`config.mk`:
```
export PLATFORM = sky130hd
export DESIGN_NAME = uhor_regs
export DESIGN_NICKNAME = d
export VERILOG_FILES = /design/src/uhor_pkg.sv /design/src/uhor_regs.sv
export SDC_FILE = /design/constraint.sdc
export NUM_CORES = 1
export LEC_CHECK = 0
export ABC_AREA = 1
export BUFFER_PORTS_ARGS = -buffer_cell sky130_fd_sc_hd__buf_2
export CELL_PAD_IN_SITES_DETAIL_PLACEMENT = 1
export CELL_PAD_IN_SITES_GLOBAL_PLACEMENT = 2
export CORE_MARGIN = 5
export CORE_UTILIZATION = 35
export CTS_BUF_LIST = sky130_fd_sc_hd__clkbuf_4
export DETAILED_ROUTE_END_ITERATION = 6
export GPL_TIMING_DRIVEN = 0
export HOLD_SLACK_MARGIN = 0.1
export PLACE_DENSITY = 0.89
export SLEW_MARGIN = 20
export SYNTH_ARGS = -nofsm -noshare
export SYNTH_HDL_FRONTEND = slang
export SYNTH_SLANG_ARGS = --single-unit
```
`constraint.sdc`:
```
create_clock -name clk -period 2.2 [get_ports clk]
set_input_delay 0.55 -clock clk [delete_from_list [all_inputs] [get_ports clk]]
set_output_delay 0.55 -clock clk [all_outputs]
set_load 0.01 [all_outputs]
```
`src/uhor_pkg.sv`:
```
// constants, field layouts and carrier types of the usb host operational register bank
// ==========================================================================
// Behaviour
// - two-bit functional state: 00 reset, 01 resume, 10 operational, 11 suspend.
// - control bit selects isochronous list processing; 0 means yes, 1 means no.
// - control bit 8 routes interrupts: 0 normal line, 1 system management.
// - writing 1 to reset bit starts soft reset; hardware clears it afterwards.
// - list-filled bits set by software only, cleared by hardware at list head start.
// - software setting ownership request sets the ownership change flag, bit 30.
// - root hub status change flag set whenever hub or port status changes.
// - frame number overflow flag set whenever frame number bit 15 toggles.
// - unrecoverable error flag and its enable bits read 0, ignore writes.
// - resume detected flag set on resume signaling at any downstream port.
// - start-of-frame flag set at every new frame start.
// - done-head writeback flag set after done head written to host memory.
// - status register: write 1 clears a flag, write 0 leaves it.
// - enable register: write 1 sets an enable, write 0 leaves it.
// - top enable bit is master enable gating all sources.
// - disable register: write 1 clears matching enable, master bit included.
// - frame interval field bits 13:0 holds length minus one, resets to 2EDF.
// - largest data packet counter loads from interval bits 30:16 each frame.
// - 14-bit remaining counter decrements per bit-clock tick while operational.
// - counter reloads from interval at zero and on entering operational.
// - every counter load copies interval toggle into remaining toggle bit 31.
// - 16-bit frame number advances whenever the remaining counter loads.
package uhor_pkg;

   // ==========================================================================
   // register byte offsets
   localparam int          ADDR_W        = 8;
   localparam logic [7:0]  OFS_REVISION  = 8'h00;
   localparam logic [7:0]  OFS_CONTROL   = 8'h04;
   localparam logic [7:0]  OFS_CMDSTAT   = 8'h08;
   localparam logic [7:0]  OFS_IRQ_STAT  = 8'h0C;
   localparam logic [7:0]  OFS_IRQ_SET   = 8'h10;
   localparam logic [7:0]  OFS_IRQ_CLR   = 8'h14;
   localparam logic [7:0]  OFS_COMM_AREA = 8'h18;
   localparam logic [7:0]  OFS_PER_CUR   = 8'h1C;
   localparam logic [7:0]  OFS_CTL_HEAD  = 8'h20;
   localparam logic [7:0]  OFS_CTL_CUR   = 8'h24;
   localparam logic [7:0]  OFS_BLK_HEAD  = 8'h28;
   localparam logic [7:0]  OFS_BLK_CUR   = 8'h2C;
   localparam logic [7:0]  OFS_DONE_HEAD = 8'h30;
   localparam logic [7:0]  OFS_FRM_CFG   = 8'h34;
   localparam logic [7:0]  OFS_FRM_CNT   = 8'h38;

   // ==========================================================================
   // reset values and field masks
   localparam logic [31:0] REVISION_VAL  = 32'h0000_0010;
   localparam logic [13:0] FI_RESET      = 14'h2EDF;
   localparam logic [31:0] STS_MASK      = 32'h4000_006F;  // flag bits, error bit 4 excluded
   localparam logic [31:0] ENA_MASK      = 32'hC000_006F;  // enables plus master bit 31
   localparam int          MASTER_BIT    = 31;
   localparam int          SO_BIT        = 0;
   localparam int          WDH_BIT       = 1;
   localparam int          SF_BIT        = 2;
   localparam int          RD_BIT        = 3;
   localparam int          FNO_BIT       = 5;
   localparam int          RHSC_BIT      = 6;
   localparam int          OC_BIT        = 30;
   localparam int          FNUM_TOP      = 15;

   // ==========================================================================
   // soft reset duration
   localparam int          CLK_PERIOD_NS = 100;
   localparam int          SRST_TIME_NS  = 10000;
   localparam int          SRST_CYCLES   = SRST_TIME_NS / CLK_PERIOD_NS;  // longest, round down
   localparam logic [7:0]  SRST_LAST     = 8'(SRST_CYCLES - 1);

   // functional state encoding
   typedef enum logic [1:0] {
      FS_RESET  = 2'h0,
      FS_RESUME = 2'h1,
      FS_OPER   = 2'h2,
      FS_SUSP   = 2'h3
   } uhor_fstate_t;

   // soft reset sequencer, one-hot
   typedef enum logic [1:0] {
      SQ_IDLE = 2'h1,
      SQ_RST  = 2'h2
   } uhor_seq_t;

   // events from list processor, root hub and bit clock logic
   typedef struct packed {
      logic          sched_overrun;    // frame overrun pulse
      logic          done_head_written;// done head stored in host memory
      logic          resume_detect;    // resume seen on a downstream port
      logic          rh_change;        // root hub or port status changed
      logic          ctrl_head_start;  // control list head processing begun
      logic          bulk_head_start;  // bulk list head processing begun
      logic          fs_req_valid;     // controller forces a state change
      uhor_fstate_t  fs_req_state;     // state to force
      logic          bit_tick;         // one pulse per 5 MHz bit period
   } uhor_events_t;

   // configuration and timing view for the list processor
   typedef struct packed {
      uhor_fstate_t  func_state;
      logic [1:0]    ctrl_bulk_ratio;
      logic          periodic_en;
      logic          iso_skip;
      logic          ctrl_list_en;
      logic          bulk_list_en;
      logic          ctrl_filled;
      logic          bulk_filled;
      logic          soft_reset;
      logic [23:0]   comm_area;
      logic [27:0]   periodic_cur;
      logic [27:0]   ctrl_head;
      logic [27:0]   ctrl_cur;
      logic [27:0]   bulk_head;
      logic [27:0]   bulk_cur;
      logic [27:0]   done_head;
      logic [14:0]   max_packet_cnt;
      logic [13:0]   frame_remain;
      logic [15:0]   frame_number;
      logic          frame_start;
   } uhor_cfg_t;

endpackage

```
`src/uhor_regs.sv`:
```
// operational register bank with frame timer and interrupt gating
`timescale 1ns/1ps

module uhor_regs
   import uhor_pkg::*;
(
   input  wire logic               clk,        // 10 MHz system clock
   input  wire logic               rst_n,      // asynchronous reset, active low
   input  wire logic               reg_wr,     // register write strobe
   input  wire logic               reg_rd,     // register read strobe
   input  wire logic [ADDR_W-1:0]  reg_addr,   // byte offset of the register
   input  wire logic [3:0]         reg_be,     // byte enables of the write
   input  wire logic [31:0]        reg_wdata,  // write data
   output      logic [31:0]        reg_rdata,  // read data, one cycle after reg_rd
   input  wire uhor_events_t       ev,         // hardware events, same clock
   output      uhor_cfg_t          cfg,        // register view for the core
   output      logic               irq_pci,    // interrupt on normal line
   output      logic               irq_smi     // interrupt on management path
);

   // ==========================================================================
   // state
   typedef struct packed {
      // sequencer
      uhor_seq_t     seq;
      logic [7:0]    rst_cnt;

      // control
      logic [1:0]    cbsr;
      logic          ple;
      logic          iso_off;
      logic          cle;
      logic          ble;
      uhor_fstate_t  fstate;
      logic          irq_route;

      // command
      logic          hc_reset;
      logic          clf;
      logic          blf;
      logic          own_req;
      logic [1:0]    so_cnt;

      // interrupts
      logic [31:0]   sts;
      logic [31:0]   ena;

      // pointers
      logic [23:0]   hcca;
      logic [27:0]   per_cur;
      logic [27:0]   ctl_head;
      logic [27:0]   ctl_cur;
      logic [27:0]   blk_head;
      logic [27:0]   blk_cur;
      logic [27:0]   done_head;

      // frame timer
      logic [13:0]   fi;
      logic [14:0]   fsmps;
      logic          fit;
      logic [13:0]   frem;
      logic          frt;
      logic [15:0]   fnum;
      logic [14:0]   ldp;
      logic          sof;

      // outputs
      logic [31:0]   rdata;
      logic          irq_pci;
      logic          irq_smi;
   } uhor_state_t;

   // frame interval default and idle sequencer; every other field clears
   // soft reset reuses this image
   // so both resets agree apart from read data
   localparam uhor_state_t RESET_STATE = '{seq: SQ_IDLE, fstate: FS_RESET, fi: FI_RESET,
                                          default: '0};

   uhor_state_t s_r;
   uhor_state_t s_nxt;

   // ==========================================================================
   // helpers
   // a lane with its enable low keeps its bits
   // so no read-modify-write is needed
   function automatic logic [31:0] merge(input logic [31:0] old_v,
                                         input logic [31:0] new_v,
                                         input logic [31:0] m);
      merge = (old_v & ~m) | (new_v & m);
   endfunction

   // shared by write and read paths
   logic [31:0] wmask;
   logic [31:0] wd;
   logic [31:0] ctrl_rd;
   logic [31:0] cmd_rd;
   logic [31:0] frm_cfg_rd;
   logic [31:0] frm_cnt_rd;

   // byte enables widen to a bit mask
   assign wmask = {{8{reg_be[3]}}, {8{reg_be[2]}}, {8{reg_be[1]}}, {8{reg_be[0]}}};
   assign wd    = reg_wdata & wmask;

   // read images; remote wakeup bits hardwired to zero as no such signal exists
   // reserved bits read zero
   assign ctrl_rd    = {23'h0, s_r.irq_route, s_r.fstate, s_r.ble, s_r.cle,
                        s_r.iso_off, s_r.ple, s_r.cbsr};
   assign cmd_rd     = {14'h0, s_r.so_cnt, 12'h0, s_r.own_req, s_r.blf, s_r.clf,
                        s_r.hc_reset};
   assign frm_cfg_rd = {s_r.fit, s_r.fsmps, 2'h0, s_r.fi};
   assign frm_cnt_rd = {s_r.frt, 17'h0, s_r.frem};

   // ==========================================================================
   // next-state logic
   always_comb
   begin
      // scratch, set at the top
      logic [31:0]  c;
      logic [31:0]  set_v;
      logic         frm_load;
      logic         pend;
      c        = '0;
      set_v    = '0;
      frm_load = 1'b0;
      pend     = 1'b0;
      s_nxt    = s_r;
      s_nxt.sof = 1'b0;

      // register writes
      // read-only offsets hit default
      if (reg_wr)
      begin
         case (reg_addr)
            OFS_CONTROL:
            begin
               c = merge(ctrl_rd, reg_wdata, wmask);
               s_nxt.cbsr      = c[1:0];
               s_nxt.ple       = c[2];
               s_nxt.iso_off   = c[3];
               s_nxt.cle       = c[4];
               s_nxt.ble       = c[5];
               s_nxt.fstate    = uhor_fstate_t'(c[7:6]);
               s_nxt.irq_route = c[8];
            end
            OFS_CMDSTAT:
            begin
               if (wd[0])
                  s_nxt.hc_reset = 1'b1;
               // ownership request is plain rw
               if (reg_be[0])
                  s_nxt.own_req = reg_wdata[3];
            end
            OFS_COMM_AREA:
            begin
               // low byte reserved
               s_nxt.hcca = 24'(merge({s_r.hcca, 8'h0}, reg_wdata, wmask) >> 8);
            end
            OFS_PER_CUR:   s_nxt.per_cur   = 28'(merge({s_r.per_cur, 4'h0}, reg_wdata, wmask) >> 4);
            OFS_CTL_HEAD:  s_nxt.ctl_head  = 28'(merge({s_r.ctl_head, 4'h0}, reg_wdata, wmask) >> 4);
            OFS_CTL_CUR:   s_nxt.ctl_cur   = 28'(merge({s_r.ctl_cur, 4'h0}, reg_wdata, wmask) >> 4);
            OFS_BLK_HEAD:  s_nxt.blk_head  = 28'(merge({s_r.blk_head, 4'h0}, reg_wdata, wmask) >> 4);
            OFS_BLK_CUR:   s_nxt.blk_cur   = 28'(merge({s_r.blk_cur, 4'h0}, reg_wdata, wmask) >> 4);
            OFS_DONE_HEAD: s_nxt.done_head = 28'(merge({s_r.done_head, 4'h0}, reg_wdata, wmask) >> 4);
            OFS_FRM_CFG:
            begin
               // interval field
               // bits 15:14 reserved
               c = merge(frm_cfg_rd, reg_wdata, wmask);
               s_nxt.fi    = c[13:0];
               s_nxt.fsmps = c[30:16];
               // toggle kept as written by the driver
               s_nxt.fit   = c[31];
            end
            // one store behind both offsets
            OFS_IRQ_SET:
               // error enable bit excluded by mask
               s_nxt.ena = s_r.ena | (wd & ENA_MASK);
            OFS_IRQ_CLR:
               s_nxt.ena = s_r.ena & ~(wd & ENA_MASK);
            default: ;
         endcase
      end

      // ownership request raises its flag
      // from write data, so a repeat raises it again
      if (reg_wr && reg_addr == OFS_CMDSTAT && wd[3])
         set_v[OC_BIT] = 1'b1;

      // hardware clears list-filled; a software set in the same cycle wins
      // set applied last so it is never lost
      s_nxt.clf = (s_r.clf & ~ev.ctrl_head_start);
      s_nxt.blf = (s_r.blf & ~ev.bulk_head_start);
      if (reg_wr && reg_addr == OFS_CMDSTAT && wd[1])
         s_nxt.clf = 1'b1;
      if (reg_wr && reg_addr == OFS_CMDSTAT && wd[2])
         s_nxt.blf = 1'b1;

      // controller forces its own state, overriding software
      // hardware wins over software
      if (ev.fs_req_valid)
         s_nxt.fstate = ev.fs_req_state;

      // frame timer
      // entry uses the next state, so the first
      // frame starts on the state change edge
      if (s_nxt.fstate == FS_OPER && s_r.fstate != FS_OPER)
         frm_load = 1'b1;
      else if (s_r.fstate == FS_OPER && ev.bit_tick)
      begin
         // count down per bit tick
         // zero is the last bit time
         if (s_r.frem == 14'h0)
            frm_load = 1'b1;
         else
            s_nxt.frem = s_r.frem - 14'h1;
      end
      if (frm_load)
      begin
         s_nxt.frem = s_r.fi;
         s_nxt.frt  = s_r.fit;
         // frame number advances with the load
         s_nxt.fnum = s_r.fnum + 16'h1;
         s_nxt.ldp  = s_r.fsmps;
         // start pulse for the list processor
         s_nxt.sof  = 1'b1;
         set_v[SF_BIT] = 1'b1;
         // top bit toggles either way
         // compared across the load
         if (s_nxt.fnum[FNUM_TOP] != s_r.fnum[FNUM_TOP])
            set_v[FNO_BIT] = 1'b1;
      end

      // overrun counts and flags
      // two bits, wraps freely
      if (ev.sched_overrun)
      begin
         s_nxt.so_cnt  = s_r.so_cnt + 2'h1;
         set_v[SO_BIT] = 1'b1;
      end

      set_v[WDH_BIT]  = ev.done_head_written;
      set_v[RD_BIT]   = ev.resume_detect;
      set_v[RHSC_BIT] = ev.rh_change;

      // write one clears; a coincident event keeps the flag set
      // error flag never stored
      // events or-ed after the clear, none lost
      if (reg_wr && reg_addr == OFS_IRQ_STAT)
         s_nxt.sts = (s_r.sts & ~wd & STS_MASK) | set_v;
      else
         s_nxt.sts = (s_r.sts & STS_MASK) | set_v;

      // registered outputs keep glitches
      // off both interrupt paths
      // master enable gates all sources
      pend = (|(s_r.sts & s_r.ena & STS_MASK)) & s_r.ena[MASTER_BIT];
      s_nxt.irq_pci = pend & ~s_r.irq_route;
      s_nxt.irq_smi = pend & s_r.irq_route;

      // register reads, unmapped offsets return zero
      // read data holds until the next read
      if (reg_rd)
      begin
         case (reg_addr)
            OFS_REVISION:  s_nxt.rdata = REVISION_VAL;
            OFS_CONTROL:   s_nxt.rdata = ctrl_rd;
            OFS_CMDSTAT:   s_nxt.rdata = cmd_rd;
            OFS_IRQ_STAT:  s_nxt.rdata = s_r.sts & STS_MASK;
            OFS_IRQ_SET:   s_nxt.rdata = s_r.ena & ENA_MASK;
            OFS_IRQ_CLR:   s_nxt.rdata = s_r.ena & ENA_MASK;
            OFS_COMM_AREA: s_nxt.rdata = {s_r.hcca, 8'h0};
            OFS_PER_CUR:   s_nxt.rdata = {s_r.per_cur, 4'h0};
            OFS_CTL_HEAD:  s_nxt.rdata = {s_r.ctl_head, 4'h0};
            OFS_CTL_CUR:   s_nxt.rdata = {s_r.ctl_cur, 4'h0};
            OFS_BLK_HEAD:  s_nxt.rdata = {s_r.blk_head, 4'h0};
            OFS_BLK_CUR:   s_nxt.rdata = {s_r.blk_cur, 4'h0};
            OFS_DONE_HEAD: s_nxt.rdata = {s_r.done_head, 4'h0};
            OFS_FRM_CFG:   s_nxt.rdata = frm_cfg_rd;
            OFS_FRM_CNT:   s_nxt.rdata = frm_cnt_rd;
            default:       s_nxt.rdata = 32'h0000_0000;
         endcase
      end

      // soft reset sequencer; register writes during the reset are lost
      // read data survives the reset
      case (s_r.seq)
         SQ_IDLE:
         begin
            // a written one starts the count
            if (s_nxt.hc_reset)
            begin
               s_nxt.seq     = SQ_RST;
               s_nxt.rst_cnt = 8'h0;
            end
         end

         SQ_RST:
         begin
            // self-clear once the reset ends
            // a hard reset also ends it
            if (s_r.rst_cnt == SRST_LAST)
            begin
               s_nxt       = RESET_STATE;
               s_nxt.rdata = s_r.rdata;
            end
            else
               s_nxt.rst_cnt = s_r.rst_cnt + 8'h1;
         end
         // illegal code recovers via reset image
         default: s_nxt = RESET_STATE;
      endcase
   end

   // ==========================================================================
   // state register
   // the only clocked process
   always_ff @(posedge clk or negedge rst_n)
   begin
      if (!rst_n)
         s_r <= RESET_STATE;
      else
         s_r <= s_nxt;
   end

   // ==========================================================================
   // outputs
   // each view comes from a flip-flop
   assign reg_rdata          = s_r.rdata;
   assign irq_pci            = s_r.irq_pci;
   assign irq_smi            = s_r.irq_smi;
   assign cfg.func_state     = s_r.fstate;
   assign cfg.ctrl_bulk_ratio= s_r.cbsr;
   assign cfg.periodic_en    = s_r.ple;
   assign cfg.iso_skip       = s_r.iso_off;
   assign cfg.ctrl_list_en   = s_r.cle;
   assign cfg.bulk_list_en   = s_r.ble;
   assign cfg.ctrl_filled    = s_r.clf;
   assign cfg.bulk_filled    = s_r.blf;
   assign cfg.soft_reset     = s_r.hc_reset;

   // pointers
   assign cfg.comm_area      = s_r.hcca;
   assign cfg.periodic_cur   = s_r.per_cur;
   assign cfg.ctrl_head      = s_r.ctl_head;
   assign cfg.ctrl_cur       = s_r.ctl_cur;
   assign cfg.bulk_head      = s_r.blk_head;
   assign cfg.bulk_cur       = s_r.blk_cur;
   assign cfg.done_head      = s_r.done_head;

   // frame timing
   assign cfg.max_packet_cnt = s_r.ldp;
   assign cfg.frame_remain   = s_r.frem;
   assign cfg.frame_number   = s_r.fnum;
   assign cfg.frame_start    = s_r.sof;

endmodule

```
After elaboration in Yosys (flattened, before gate mapping)
Index checks and enable logic that the tools add are counted.
Operators by class
  mux-type cells: 42
  div/mod/pow operators: 0
  shifts and indexed selects: 0
  magnitude comparators: 0
  eq/ne operators: 24
  reductions and logical operators: 12
  bitwise operators: 36
  add/subtract/negate cells: 4
  multiply operators: 0
Operators with widths (count)
  382-bit one-hot mux with 2 select lines: 1
  32-bit one-hot mux with 14 select lines: 1
  382-bit 2-to-1 mux: 1
  32-bit bitwise AND: 10
  32-bit bitwise OR: 9
  254-bit 2-to-1 mux: 1
  28-bit 2-to-1 mux: 6
  32-bit inverter: 2
  32-bit one-hot mux with 2 select lines: 1
  31-bit bitwise AND: 2
  31-bit bitwise OR: 2
  8-bit by 6-bit equality test with 1-bit output (second input constant): 7
  47-bit 2-to-1 mux: 1
  14-bit 2-to-1 mux: 3
  8-bit by 5-bit equality test with 1-bit output (second input constant): 4
  32-bit 2-to-1 mux: 1
  31-bit 2-to-1 mux: 1
  31-bit inverter: 1
  30-bit 2-to-1 mux: 1
  24-bit 2-to-1 mux: 1
  10-bit 2-to-1 mux: 2
  10-bit one-hot mux with 2 select lines: 1
  16-bit by 1-bit adder with 16-bit output (second input constant): 1
  8-bit by 4-bit equality test with 1-bit output (second input constant): 2
  other kinds (24): 56
Word-level totals
  memories kept: 0
  register bits: 391
  latch bits: 0
  bits in read-only memories: 0
  output and inout port bits: 283
  input port bits: 58
  RAM bits: 0

Logic depth before layout (Yosys ltp)
Gate-level depths: netlist of run 1.
  depth in word-level cells: 14
  depth in mapped cells: 15
  gate-level depth less buffers: 14

Worst setup path before layout of run 1
No wires, ideal clock.
  path type: input port to flip-flop
  start point: input port reg_addr[5]
  end point: register s_r, in the netlist cfg[22]
  arrival: 1.809 ns
  setup time: 0.126 ns
  setup slack: 0.265 ns
  data required time: 2.074 ns
  stages on the path: 13
  path through: nor2_1 nand2_2 nor2_4 nand2_4 nand2_1 nand2_1 nand2_2 nand3_2 nand2_4 inv_2 buf_6 o21ai_0 a21oi_1
RTL lines
  start, declared: line uhor_regs.sv:11  | input wire logic [ADDR_W-1:0] reg_addr,
  end signal, assigned: line uhor_regs.sv:322  | s_r <= s_nxt;
  end, declared: line uhor_regs.sv:79  | uhor_state_t s_r;

Worst setup path after layout of run 1
  start point: input port reg_addr[2]
  end point: register s_r, in the netlist reg_rdata[12]
Between the ends
  longest elaborated chain between the ends: 6
  elaborated cells on any way between the ends: 20
  those cells by class: eq/ne (14); mux (4); reduce/logical (2)
Ends and longest elaborated chain
  8-bit by 5-bit equality test with 1-bit output: line uhor_regs.sv:264  | case (reg_addr)
  2-bit OR reduction (no line)
  32-bit one-hot mux with 14 select lines *: line uhor_regs.sv:264
  32-bit 2-to-1 mux *: line uhor_regs.sv:262  | if (reg_rd)
  382-bit 2-to-1 mux: line uhor_regs.sv:301  | if (s_r.rst_cnt == SRST_LAST)
  382-bit one-hot mux with 2 select lines *: line uhor_regs.sv:286  | case (s_r.seq)
Every way passes the cells marked *; elsewhere a longest branch is shown, timed or not. The select of a mux whose other input is x is not followed.
A chain may end at the register's enable or synchronous reset.

==> flow_metrics.py, run 1 <==
metrics = {
    "outcome": {
        "status": "finished with violations",
        "violations": "setup timing",
    },
    "cts": {
        "clkTransAtPathRegs_ns": 0.06,
        "cts_tree": "built",
        "root_buffer": "clkbuf_4",
        "cts_buffers": 97,
        "clock-sinks": 343,
        "worstSkewPairLatency_ns": 0.92,
        "cts_max_path_buffers": 3,
        "h-tree-depth": 3,
    },
    "timing": {
        "tightest_slew_ns": 1.24,
        "drv_slew": 0,
        "period_minus_slack_ns": 2.28,
        "fin_ws_ns": -0.0842,
        "fmax_mhz": 438,
        "final-hold-violation-count": 0,
        "setup_viol": 4,
        "setup_tns_ns": -0.136,
        "slew_headroom_pct": 17.5,
        "clock_skew_ns": 0.0913,
        "whs_ns": 0.133,
        "min_period_over_period_pct": 104,
    },
    "synth": {
        "yosys.area.top_type": "dfrtp_1",
        "yosys_warnings": 0,
        "synth_edf_count": 0,
        "synth_cells": 2045,
        "synth_top_flop_cell": "dfrtp_1",
        "synthArstFlopShare_pct": 100,
        "ys_seq_area_share_pct": 46.8,
        "postSynthAreaPerCell_um2": 8.98,
        "syn-num-nets": 2110,
        "ys_ff_latch": 343,
        "synthDistinctLibCells": 47,
        "synth_area_leaders": "dfrtp_1 (45%), buf_4 (12%), a221oi_1 (9.5%)",
        "synth_area_um2": 18400,
        "synth_top_area_share_pct": 45.1,
    },
    "pwr": {
        "power.share.clock_pct": 31.0,
        "total_power_mw": 20.6,
        "p_sw_mw": 8.35,
        "ir_drop_mv": 0.560,
        "leakage_nw": 11.3,
        "seqPwrFrac_pct": 34.9,
        "p_int_mw": 12.2,
        "pwr-share-comb_pct": 34.1,
        "p_sw_share_pct": 40.6,
        "power.density_nw_per_um2": 892,
    },
    "placed_design": {
        "dp_hpwl_um": 65800,
        "dp_slack_ns": -1.04,
        "place_congestion": 0.931,
        "io_buffers": 340,
    },
    "job": {
        "drv_cap": 0,
    },
    "setup_path": {
        "ff2ff_setup_slack_ns": 0.10,
        "rr_endpoint": "cfg[40]$_DFF_PN0_",
        "r2r-start": "s_r[390]$_DFFE_PN1P_",
        "worstSetupStartpointType": "input pin",
        "startpoint": "reg_addr[2]",
        "critPathMaxFanout": 10,
        "reg2reg_depth": 7,
        "crit_required_ns": 2.99,
        "crit_type": "input pin to register",
        "crit_arrival_ns": 3.07,
        "end_kind": "register",
    },
    "cells_and_area": {
        "nets": 2600,
        "fill_cells": 6246,
        "layout_commonest_cell": "buf_2",
        "drive_above_1_share_pct": 37.8,
        "final_cell_mix": "buf_2 (356), buf_4 (326), dfrtp_1 (312), inv_1 (295), a221oi_1 (199)",
        "final_util_pct": 44.1,
        "area_growth_pct": 25.5,
    },
    "floorplanning": {
        "rows": 84,
        "die_w_um": 239,
        "die_area_um2": 57200,
        "initial_core_util_pct": 35.2,
        "ios": 341,
        "coreArea_um2": 52200,
        "fp.dieH_um": 239,
    },
    "worst_hold_path": {
        "min-delay-path-class": "input pin to async pin",
    },
    "detailed_routing": {
        "vias": 18543,
        "ant_nets": 0,
        "drt_iter0_drc": 2079,
        "wl_per_cell_um": 27.0,
        "dr.pass1.iters": 6,
        "wl_um": 89100,
        "drc": 0,
        "viasPerCell": 5.62,
    },
    "grt": {
        "grt_usage_pct": 29.9,
        "antenna_found_initial": 7,
        "grt_pass1_vias": 19079,
        "gr-total-overflow": 0,
        "grt_max_degree": 92,
        "grt_pass1_wl_um": 127000,
    },
}
power by group through the flow:
stage / Clock, mW / Sequential, mW / Combinational (mW)
2_1_floorplan: 0 / 7.09 / 3.32
3_3_place_gp: 0 / 7.29 / 5.88
3_5_place_dp: 0 / 7.29 / 6.01
5_1_grt: 6.79 / 7.22 / 7.30
4_1_cts: 6.41 / 7.17 / 6.45
6_report: 6.37 / 7.18 / 7.01
cell usage after synthesis, drive strengths merged, types with 2 or more instances:
library cell and number:
o21bai 2, a221oi 199, and3 2, nor3b 3
nor4 15, o211ai 6, nand2 197, o21ai 92
o221ai 7, o22ai 83, nand4 11, nand3 68
a211oi 37, nor2 143, a21oi 84, dfstp 12
a22oi 4, xor2 12, a32oi 4, ha 7
o2111ai 4, inv 313, buf 344, nor3 18
a31oi 4, clkbuf 36, dfrtp 331
cell type report:
cell class	instances	area [um2]	share of cell area, %
clock buffers	151	1130	4.92
well taps	688	861	3.73
inverters	314	1180	5.11
clock inverters	18	141	0.613
multi-input cells	1008	6090	26.4
repair buffers	405	2360	10.2
plain buffers	366	2650	11.5
diodes	9	22.5	0.0977
flip-flops and latches	343	8620	37.4
per-stage QoR:
stage / std cells / cell area (um2)
2_1_floorplan: 2045 / 18400
3_3_place_gp: 3073 / 20900
3_5_place_dp: 3077 / 21100
4_1_cts: 3279 / 22800
5_1_grt: 3298 / 23000
6_report: 3302 / 23100
how the worst max path moves through the flow:
stage                                      to  slack (ns)
finish              reg_rdata[12]$_DFFE_PN0P_       -0.08
global route                          cfg[10]       -0.01
CTS                  reg_rdata[7]$_DFFE_PN0P_       -0.02
detailed placement  reg_rdata[24]$_DFFE_PN0P_       -1.04
global placement           cfg[239]$_DFF_PN0_       -6.30
floorplan                   cfg[22]$_DFF_PN0_        0.27
cells by family after synthesis:
group                    synth area share, %
buffers and inverters                   20.6
AO/OA/AOI/OAI                           20.5
AND/OR/NAND/NOR                         11.1
flip-flops                              46.8
XOR/XNOR                               0.620
adder cells (fa/ha/maj)                0.477
per-layer routing:
metal	vias to the layer above	GRT usage [%]	part of all wire (%)
met5	-	0	0
met4	0	14.3	5.5
met3	294	6.11	8.0
met2	1057	47.8	46
met1	9340	39.1	40
li1	7852	-	-
sequential cells by signal (all words and copies together) (netlist names):
name and count:
cmd_rd 3, ctrl_rd 1, s_r 25, cfg 249, frm_cfg_rd 30, frm_cnt_rd 1, reg_rdata 32, irq_pci 1
irq_smi 1
worst max-delay path, cell delays in order:
cell,delay [ns]
buf_2,0.14
inv_2,0.11
nor2_4,0.04
nand2_2,0.13
nor2_1,0.10
inv_2,0.16
buf_1,0.93
o22ai_1,0.30
a21oi_1,0.26
nand3_1,0.16
nand2_1,0.11
nand2_1,0.06
repair_timing:
item	CTS	global route
gates resized for setup	58	63
hold buffers	20	0
buffers inserted	18	23
setup endpoints to repair	346	312
hold endpoints to repair	215	0
pin swaps	1	6
Power figures use the tool's default switching activity.
==> inputs of run 2 (changes only) <==
--- a/config.mk
+++ b/config.mk
@@ -16,6 +16,7 @@
 export GPL_TIMING_DRIVEN = 0
 export HOLD_SLACK_MARGIN = 0.1
 export PLACE_DENSITY = 0.89
+export REMOVE_ABC_BUFFERS = 1
 export SLEW_MARGIN = 20
 export SYNTH_ARGS = -nofsm -noshare
 export SYNTH_HDL_FRONTEND = slang
==> run 2 against run 1 <==
The flow still finishes with violations (setup timing). Setup slack gained 0.077 ns. Clock skew shrank 0.034 ns. Sequential share of layout area increased by 2.8 points. Clock-buffer cell count up 2. Sequential power decreased by 1%. Global-route usage shrank 3.6 points. Maximum frequency is 3.5% higher. Via count down 9.1%. Die area stayed put.
==> flow_metrics.py, run 2 (synthesis gave the netlist of run 1 again) <==
metrics = {
    "cells_and_area": {
        "design_area_um2": 21400,
        "multi_input_area_um2": 6350,
        "layout_commonest_cell": "buf_2",
        "final_cell_mix": "buf_2 (340), dfrtp_1 (331), inv_1 (290), a221oi_1 (199), nand2_1 (173)",
        "largest_register_ffs": 249,
        "area_growth_pct": 16.4,
        "seq_area_um2": 8600,
        "nets": 2264,
        "drive_above_1_share_pct": 29.4,
        "fill_cells": 6157,
    },
    "pwr": {
        "p_int_mw": 12.5,
        "leakage_nw": 9.95,
        "power.share.clock_pct": 30.5,
        "seqPwrFrac_pct": 34.5,
        "p_sw_share_pct": 39.2,
        "power.density_nw_per_um2": 965,
        "pwr-share-comb_pct": 35.0,
        "ir_drop_mv": 0.565,
        "p_sw_mw": 8.10,
    },
    "timing": {
        "clock_skew_ns": 0.0574,
        "fin_ws_ns": -0.00690,
        "fmax_mhz": 453,
        "drv_slew": 0,
        "tightest_slew_ns": 0.828,
        "min_period_over_period_pct": 100,
        "whs_ns": 0.185,
        "period_minus_slack_ns": 2.21,
        "final-hold-violation-count": 0,
        "rsz0062_at_grt": "true",
        "slew_headroom_pct": 44.7,
        "setup_viol": 2,
    },
    "cts": {
        "clock-sinks": 343,
        "root_buffer": "clkbuf_4",
        "clkTransAtPathRegs_ns": 0.06,
        "h-tree-depth": 3,
        "cts_buffers": 101,
        "worstSkewPairLatency_ns": 0.85,
        "cts_tree": "built",
        "cts_max_path_buffers": 3,
    },
    "floorplanning": {
        "die_w_um": 239,
        "rows": 84,
        "ios": 341,
        "initial_core_util_pct": 35.2,
        "die_area_um2": 57200,
        "fp.dieH_um": 239,
        "coreArea_um2": 52200,
    },
    "setup_path": {
        "startpoint": "reg_addr[1]",
        "max_stage_delay_ns": 0.39,
        "cpMaxStageDelayCell": "a221oi_1",
        "path_cells": "buf_2, nor2_4, nand3_1, inv_2, nand2_2, buf_16, inv_8, nand2_1, a221oi_1",
        "crit_required_ns": 2.89,
        "worstSetupStartpointType": "input pin",
        "reg2reg_depth": 8,
        "crit_arrival_ns": 2.90,
        "end_kind": "register",
        "endpoint": "cfg[64]$_DFF_PN0_",
        "ff2ff_setup_slack_ns": 0.02,
        "critPathMaxFanout": 40,
        "crit_type": "input pin to register",
        "r2r-start": "s_r[390]$_DFFE_PN1P_",
        "rr_endpoint": "frm_cfg_rd[21]$_DFF_PN0_",
    },
    "detailed_routing": {
        "wl_per_cell_um": 26.9,
        "vias": 16852,
        "dr.pass1.iters": 5,
        "drc": 0,
        "viasPerCell": 5.68,
        "wl_um": 79800,
        "ant_nets": 0,
        "drt_iter0_drc": 1488,
    },
    "placed_design": {
        "dpl_cell_area_um2": 18900,
        "io_buffers": 340,
        "place_congestion": 0.877,
        "dp_hpwl_um": 51400,
    },
    "grt": {
        "gr-total-overflow": 0,
        "grt_pass1_vias": 17731,
        "grt_max_degree": 92,
        "grt_pass1_wl_um": 114000,
        "grt_usage_pct": 26.3,
        "antenna_found_initial": 3,
    },
    "worst_hold_path": {
        "min-delay-path-class": "input pin to async pin",
    },
    "outcome": {
        "status": "finished with violations",
        "violations": "setup timing",
    },
    "job": {
        "drv_cap": 0,
    },
}
[run 2: power groups by stage]
stage	logic, mW	clock network, mW	registers [mW]
floorplan	1.19	0	6.88
global placement	1.71	0	6.83
detailed placement	4.85	0	7.20
CTS	6.10	6.42	7.09
global route	7.66	6.81	7.15
finish	7.24	6.30	7.11
[run 2: worst min-delay path by stage]
stage / start / cells after the start / slack (ns) / to
floorplan: rst_n / 0 / 0.25 / cfg[0]$_DFF_PN0_
global placement: ctrl_rd[8]$_DFF_PN0_ / 1 / 0.45 / irq_pci$_DFF_PN0_
detailed placement: rst_n / 1 / 0.43 / cfg[180]$_DFF_PN0_
CTS: rst_n / 2 / 0.10 / cfg[43]$_DFF_PN0_
global route: rst_n / 2 / 0.13 / frm_cfg_rd[28]$_DFF_PN0_
finish: rst_n / 2 / 0.18 / cfg[43]$_DFF_PN0_
[run 2: per-stage QoR]
step                       TNS, ns  power (mW)  worst slack, ns  utilization [%]  std cells
after floorplan           -1237.36        8.08            -5.83                -       1665
after global placement    -4485.51        8.55           -11.47             35.1       2693
after detailed placement   -315.99        12.1            -1.72             36.2       2713
after CTS                        0        19.6          0.00304             40.1       2941
after global routing         -4.60        21.6          -0.0967             40.9       2966
final                     -0.00988        20.6         -0.00690             40.9       2967
[run 2: repair_timing]
item / 4_1_cts / 5_1_grt
resized for setup: 42 / 47
setup buffers: 14 / 17
pin swaps: 7 / 10
cloned: 7 / 6
setup endpoints to repair: 310 / 289
hold buffers: 27 / 0
hold endpoints to repair: 230 / 0
[run 2: area by class of cell]
class                   count  area share, %
flip-flops and latches    343           40.2
clock buffers             153           5.37
clock inverters            27          0.632
well taps                 688           4.03
diodes                      3         0.0351
inverters                 314           5.83
multi-input cells        1012           29.7
repair buffers            427           14.2
[run 2: critical path: cells and delay by family]
| kind | cells | cell delay (ns) |
|---|---|---|
| AOI/OAI and AO/OA | 1 | 0.39 |
| buffers and inverters | 4 | 0.84 |
| and+or+nand+nor | 4 | 1.09 |
[run 2: routing by layer]
layer / global-route usage, % / wire length (um)
met1: 32.9 / 31400
met2: 41.4 / 36500
met3: 8.16 / 8010
met4: 13.1 / 3920
met5: 0 / 0
==> inputs of run 3 (changes only) <==
--- a/config.mk
+++ b/config.mk
@@ -7,15 +7,16 @@
 export LEC_CHECK = 0
 export ABC_AREA = 1
 export BUFFER_PORTS_ARGS = -buffer_cell sky130_fd_sc_hd__buf_2
+export CAP_MARGIN = 10
 export CELL_PAD_IN_SITES_DETAIL_PLACEMENT = 1
 export CELL_PAD_IN_SITES_GLOBAL_PLACEMENT = 2
 export CORE_MARGIN = 5
-export CORE_UTILIZATION = 35
+export CORE_UTILIZATION = 32
 export CTS_BUF_LIST = sky130_fd_sc_hd__clkbuf_4
 export DETAILED_ROUTE_END_ITERATION = 6
 export GPL_TIMING_DRIVEN = 0
 export HOLD_SLACK_MARGIN = 0.1
-export PLACE_DENSITY = 0.89
+export PLACE_DENSITY = 0.86
 export REMOVE_ABC_BUFFERS = 1
 export SLEW_MARGIN = 20
 export SYNTH_ARGS = -nofsm -noshare
==> constraint.sdc (replaced) <==
create_clock -name clk -period 1.97 [get_ports clk]
set_input_delay 0.4925 -clock clk [delete_from_list [all_inputs] [get_ports clk]]
set_output_delay 0.4925 -clock clk [all_outputs]
set_load 0.01 [all_outputs]
==> run 3 against run 2 <==
Critical path type is now register to register. Global-route usage increased by 0.12 points. The run still ends with setup timing left. Clock power grew 11%. Critical endpoint is now cfg[11]$_DFF_PN0_. Largest cell class unchanged. Sequential power grew 12%. Cell count increased by 6.7%. Highest routed layer unchanged.
==> flow_metrics.py, run 3 (synthesis gave the netlist of run 1 again) <==
metrics = {
    "timing": {
        "rsz0062_at_grt": "true",
        "fmax_mhz": 443,
        "final-hold-violation-count": 0,
        "min_period_over_period_pct": 115,
        "fin_ws_ns": -0.287,
        "clock_skew_ns": 0.106,
        "tightest_slew_ns": 0.883,
        "setup_tns_ns": -47.81,
        "period_minus_slack_ns": 2.26,
        "slew_headroom_pct": 40.9,
        "drv_slew": 0,
        "setup_viol": 330,
    },
    "detailed_routing": {
        "drc": 0,
        "wl_per_cell_um": 27.3,
        "viasPerCell": 5.60,
        "ant_nets": 0,
        "wl_um": 86400,
        "vias": 17731,
        "drt_iter0_drc": 1461,
        "dr.pass1.iters": 5,
    },
    "cells_and_area": {
        "final_cells": 3167,
        "layout_commonest_cell": "dfrtp_1",
        "seq_area_um2": 8600,
        "nets": 2396,
        "area_growth_pct": 28.5,
        "drive_above_1_share_pct": 36.2,
        "final_cell_mix": "dfrtp_1 (326), inv_1 (288), buf_2 (286), nand2_1 (169), a221oi_1 (169)",
        "fill_cells": 6525,
        "multi_input_area_um2": 6770,
        "largest_register_ffs": 249,
    },
    "setup_path": {
        "end_kind": "register",
        "crit_required_ns": 2.67,
        "max_stage_delay_ns": 0.41,
        "cp_common_cell": "buf_16",
        "cpMaxStageDelayCell": "dfrtp_1",
        "worstSetupStartpointType": "register",
        "crit_arrival_ns": 2.96,
        "path_cells": "ha_4, inv_4, nor4_4, nand2_1, nand2_2, nand2_4, nand2_8, buf_16, buf_16, buf_16, buf_16, inv_12, nand2_1, nor2_1",
        "crit_type": "register to register",
        "critPathMaxFanout": 15,
    },
    "placed_design": {
        "io_buffers": 340,
        "place_congestion": 0.889,
        "dp_hpwl_um": 53400,
        "placed_cells": 2783,
    },
    "floorplanning": {
        "initial_core_util_pct": 32.5,
        "fp.dieH_um": 250,
        "die_w_um": 250,
        "coreArea_um2": 56600,
        "die_area_um2": 62300,
        "ios": 341,
        "rows": 87,
    },
    "pwr": {
        "leakage_nw": 10.8,
        "total_power_mw": 26.1,
        "power.density_nw_per_um2": 1100,
        "ir_drop_mv": 0.594,
    },
    "cts": {
        "cts_tree": "built",
        "worstSkewPairLatency_ns": 0.92,
        "clock-sinks": 343,
        "clkTransAtPathRegs_ns": 0.08,
        "h-tree-depth": 3,
        "cts_buffers": 99,
        "root_buffer": "clkbuf_4",
        "cts_max_path_buffers": 3,
    },
    "worst_hold_path": {
        "min-delay-path-class": "input pin to async pin",
    },
    "grt": {
        "grt_pass1_wl_um": 126000,
        "grt_usage_pct": 26.5,
        "antenna_found_initial": 3,
        "gr-total-overflow": 0,
        "grt_pass1_vias": 18981,
        "grt_max_degree": 88,
    },
    "job": {
        "drv_cap": 0,
    },
    "outcome": {
        "violations": "setup timing",
        "status": "finished with violations",
    },
}
## run 3: worst paths after layout
kind / from / to / slack (ns) / depth (start not counted)
worst max-delay path: s_r[382]$_DFFE_PN0P_ / cfg[11]$_DFF_PN0_ / -0.29 / 14
worst min register to register: reg_rdata[13]$_DFFE_PN0P_ / reg_rdata[13]$_DFFE_PN0P_ / 0.50 / 2
worst max register to register: s_r[382]$_DFFE_PN0P_ / cfg[11]$_DFF_PN0_ / -0.29 / 14
worst min-delay path: rst_n / cfg[119]$_DFF_PN0_ / 0.18 / 2
max in group asynchronous: rst_n / frm_cfg_rd[7]$_DFF_PN1_ / 0.48 / 4
min in group clk: ev[0] / cfg[21]$_DFF_PN0_ / 0.18 / 6
## run 3: report_power, final
part | switching [mW] | internal [mW]
registers | 0.384 | 7.57
logic | 6.53 | 4.59
clock network | 3.45 | 3.53
## run 3: final cells by class
cell class	instances	share of cell area [%]
Multi-Input combinational cell	1011	28.7
Tap cell	756	4.01
Clock buffer	154	4.90
Timing Repair inverter	2	0.154
Clock inverter	23	0.429
Timing Repair Buffer	560	20.0
Sequential cell	343	36.4
Antenna cell	4	0.0424
Inverter	314	5.33
## run 3: timing repair
action / CTS / global route
pin swaps: 13 / 12
hold buffers: 43 / 0
hold endpoints to repair: 302 / 0
endpoints found under the setup margin: 551 / 475
gates resized for setup: 255 / 51
buffers inserted: 130 / 10
cloned: 20 / 2
## run 3: metrics by stage
stage	cell area, um2	worst slack, ns	util (%)	hold slack, ns
global route	23600	-0.413	41.7	0.154
finish	23600	-0.287	41.7	0.179
floorplan	15800	-6.06	-	0.197
global placement	18400	-11.77	32.5	0.451
detailed placement	19000	-2.07	33.6	0.459
CTS	23300	-0.200	41.1	0.106
## run 3: layer usage
layer  wire length [um]  up-vias  track usage (%)
met5                  0        -                0
met4               3660        0             11.5
met3               6950      216             5.67
met2              40600      995             43.1
met1              35200     9049             34.0
li1                   -     7471                -
## run 3: critical path, delay by kind of cell (launching register included)
kind / cells / cell delay (ns)
simple gates: 7 / 0.75
fa+ha+maj: 1 / 0.18
buf+inv: 6 / 0.70
flops: 1 / 0.41
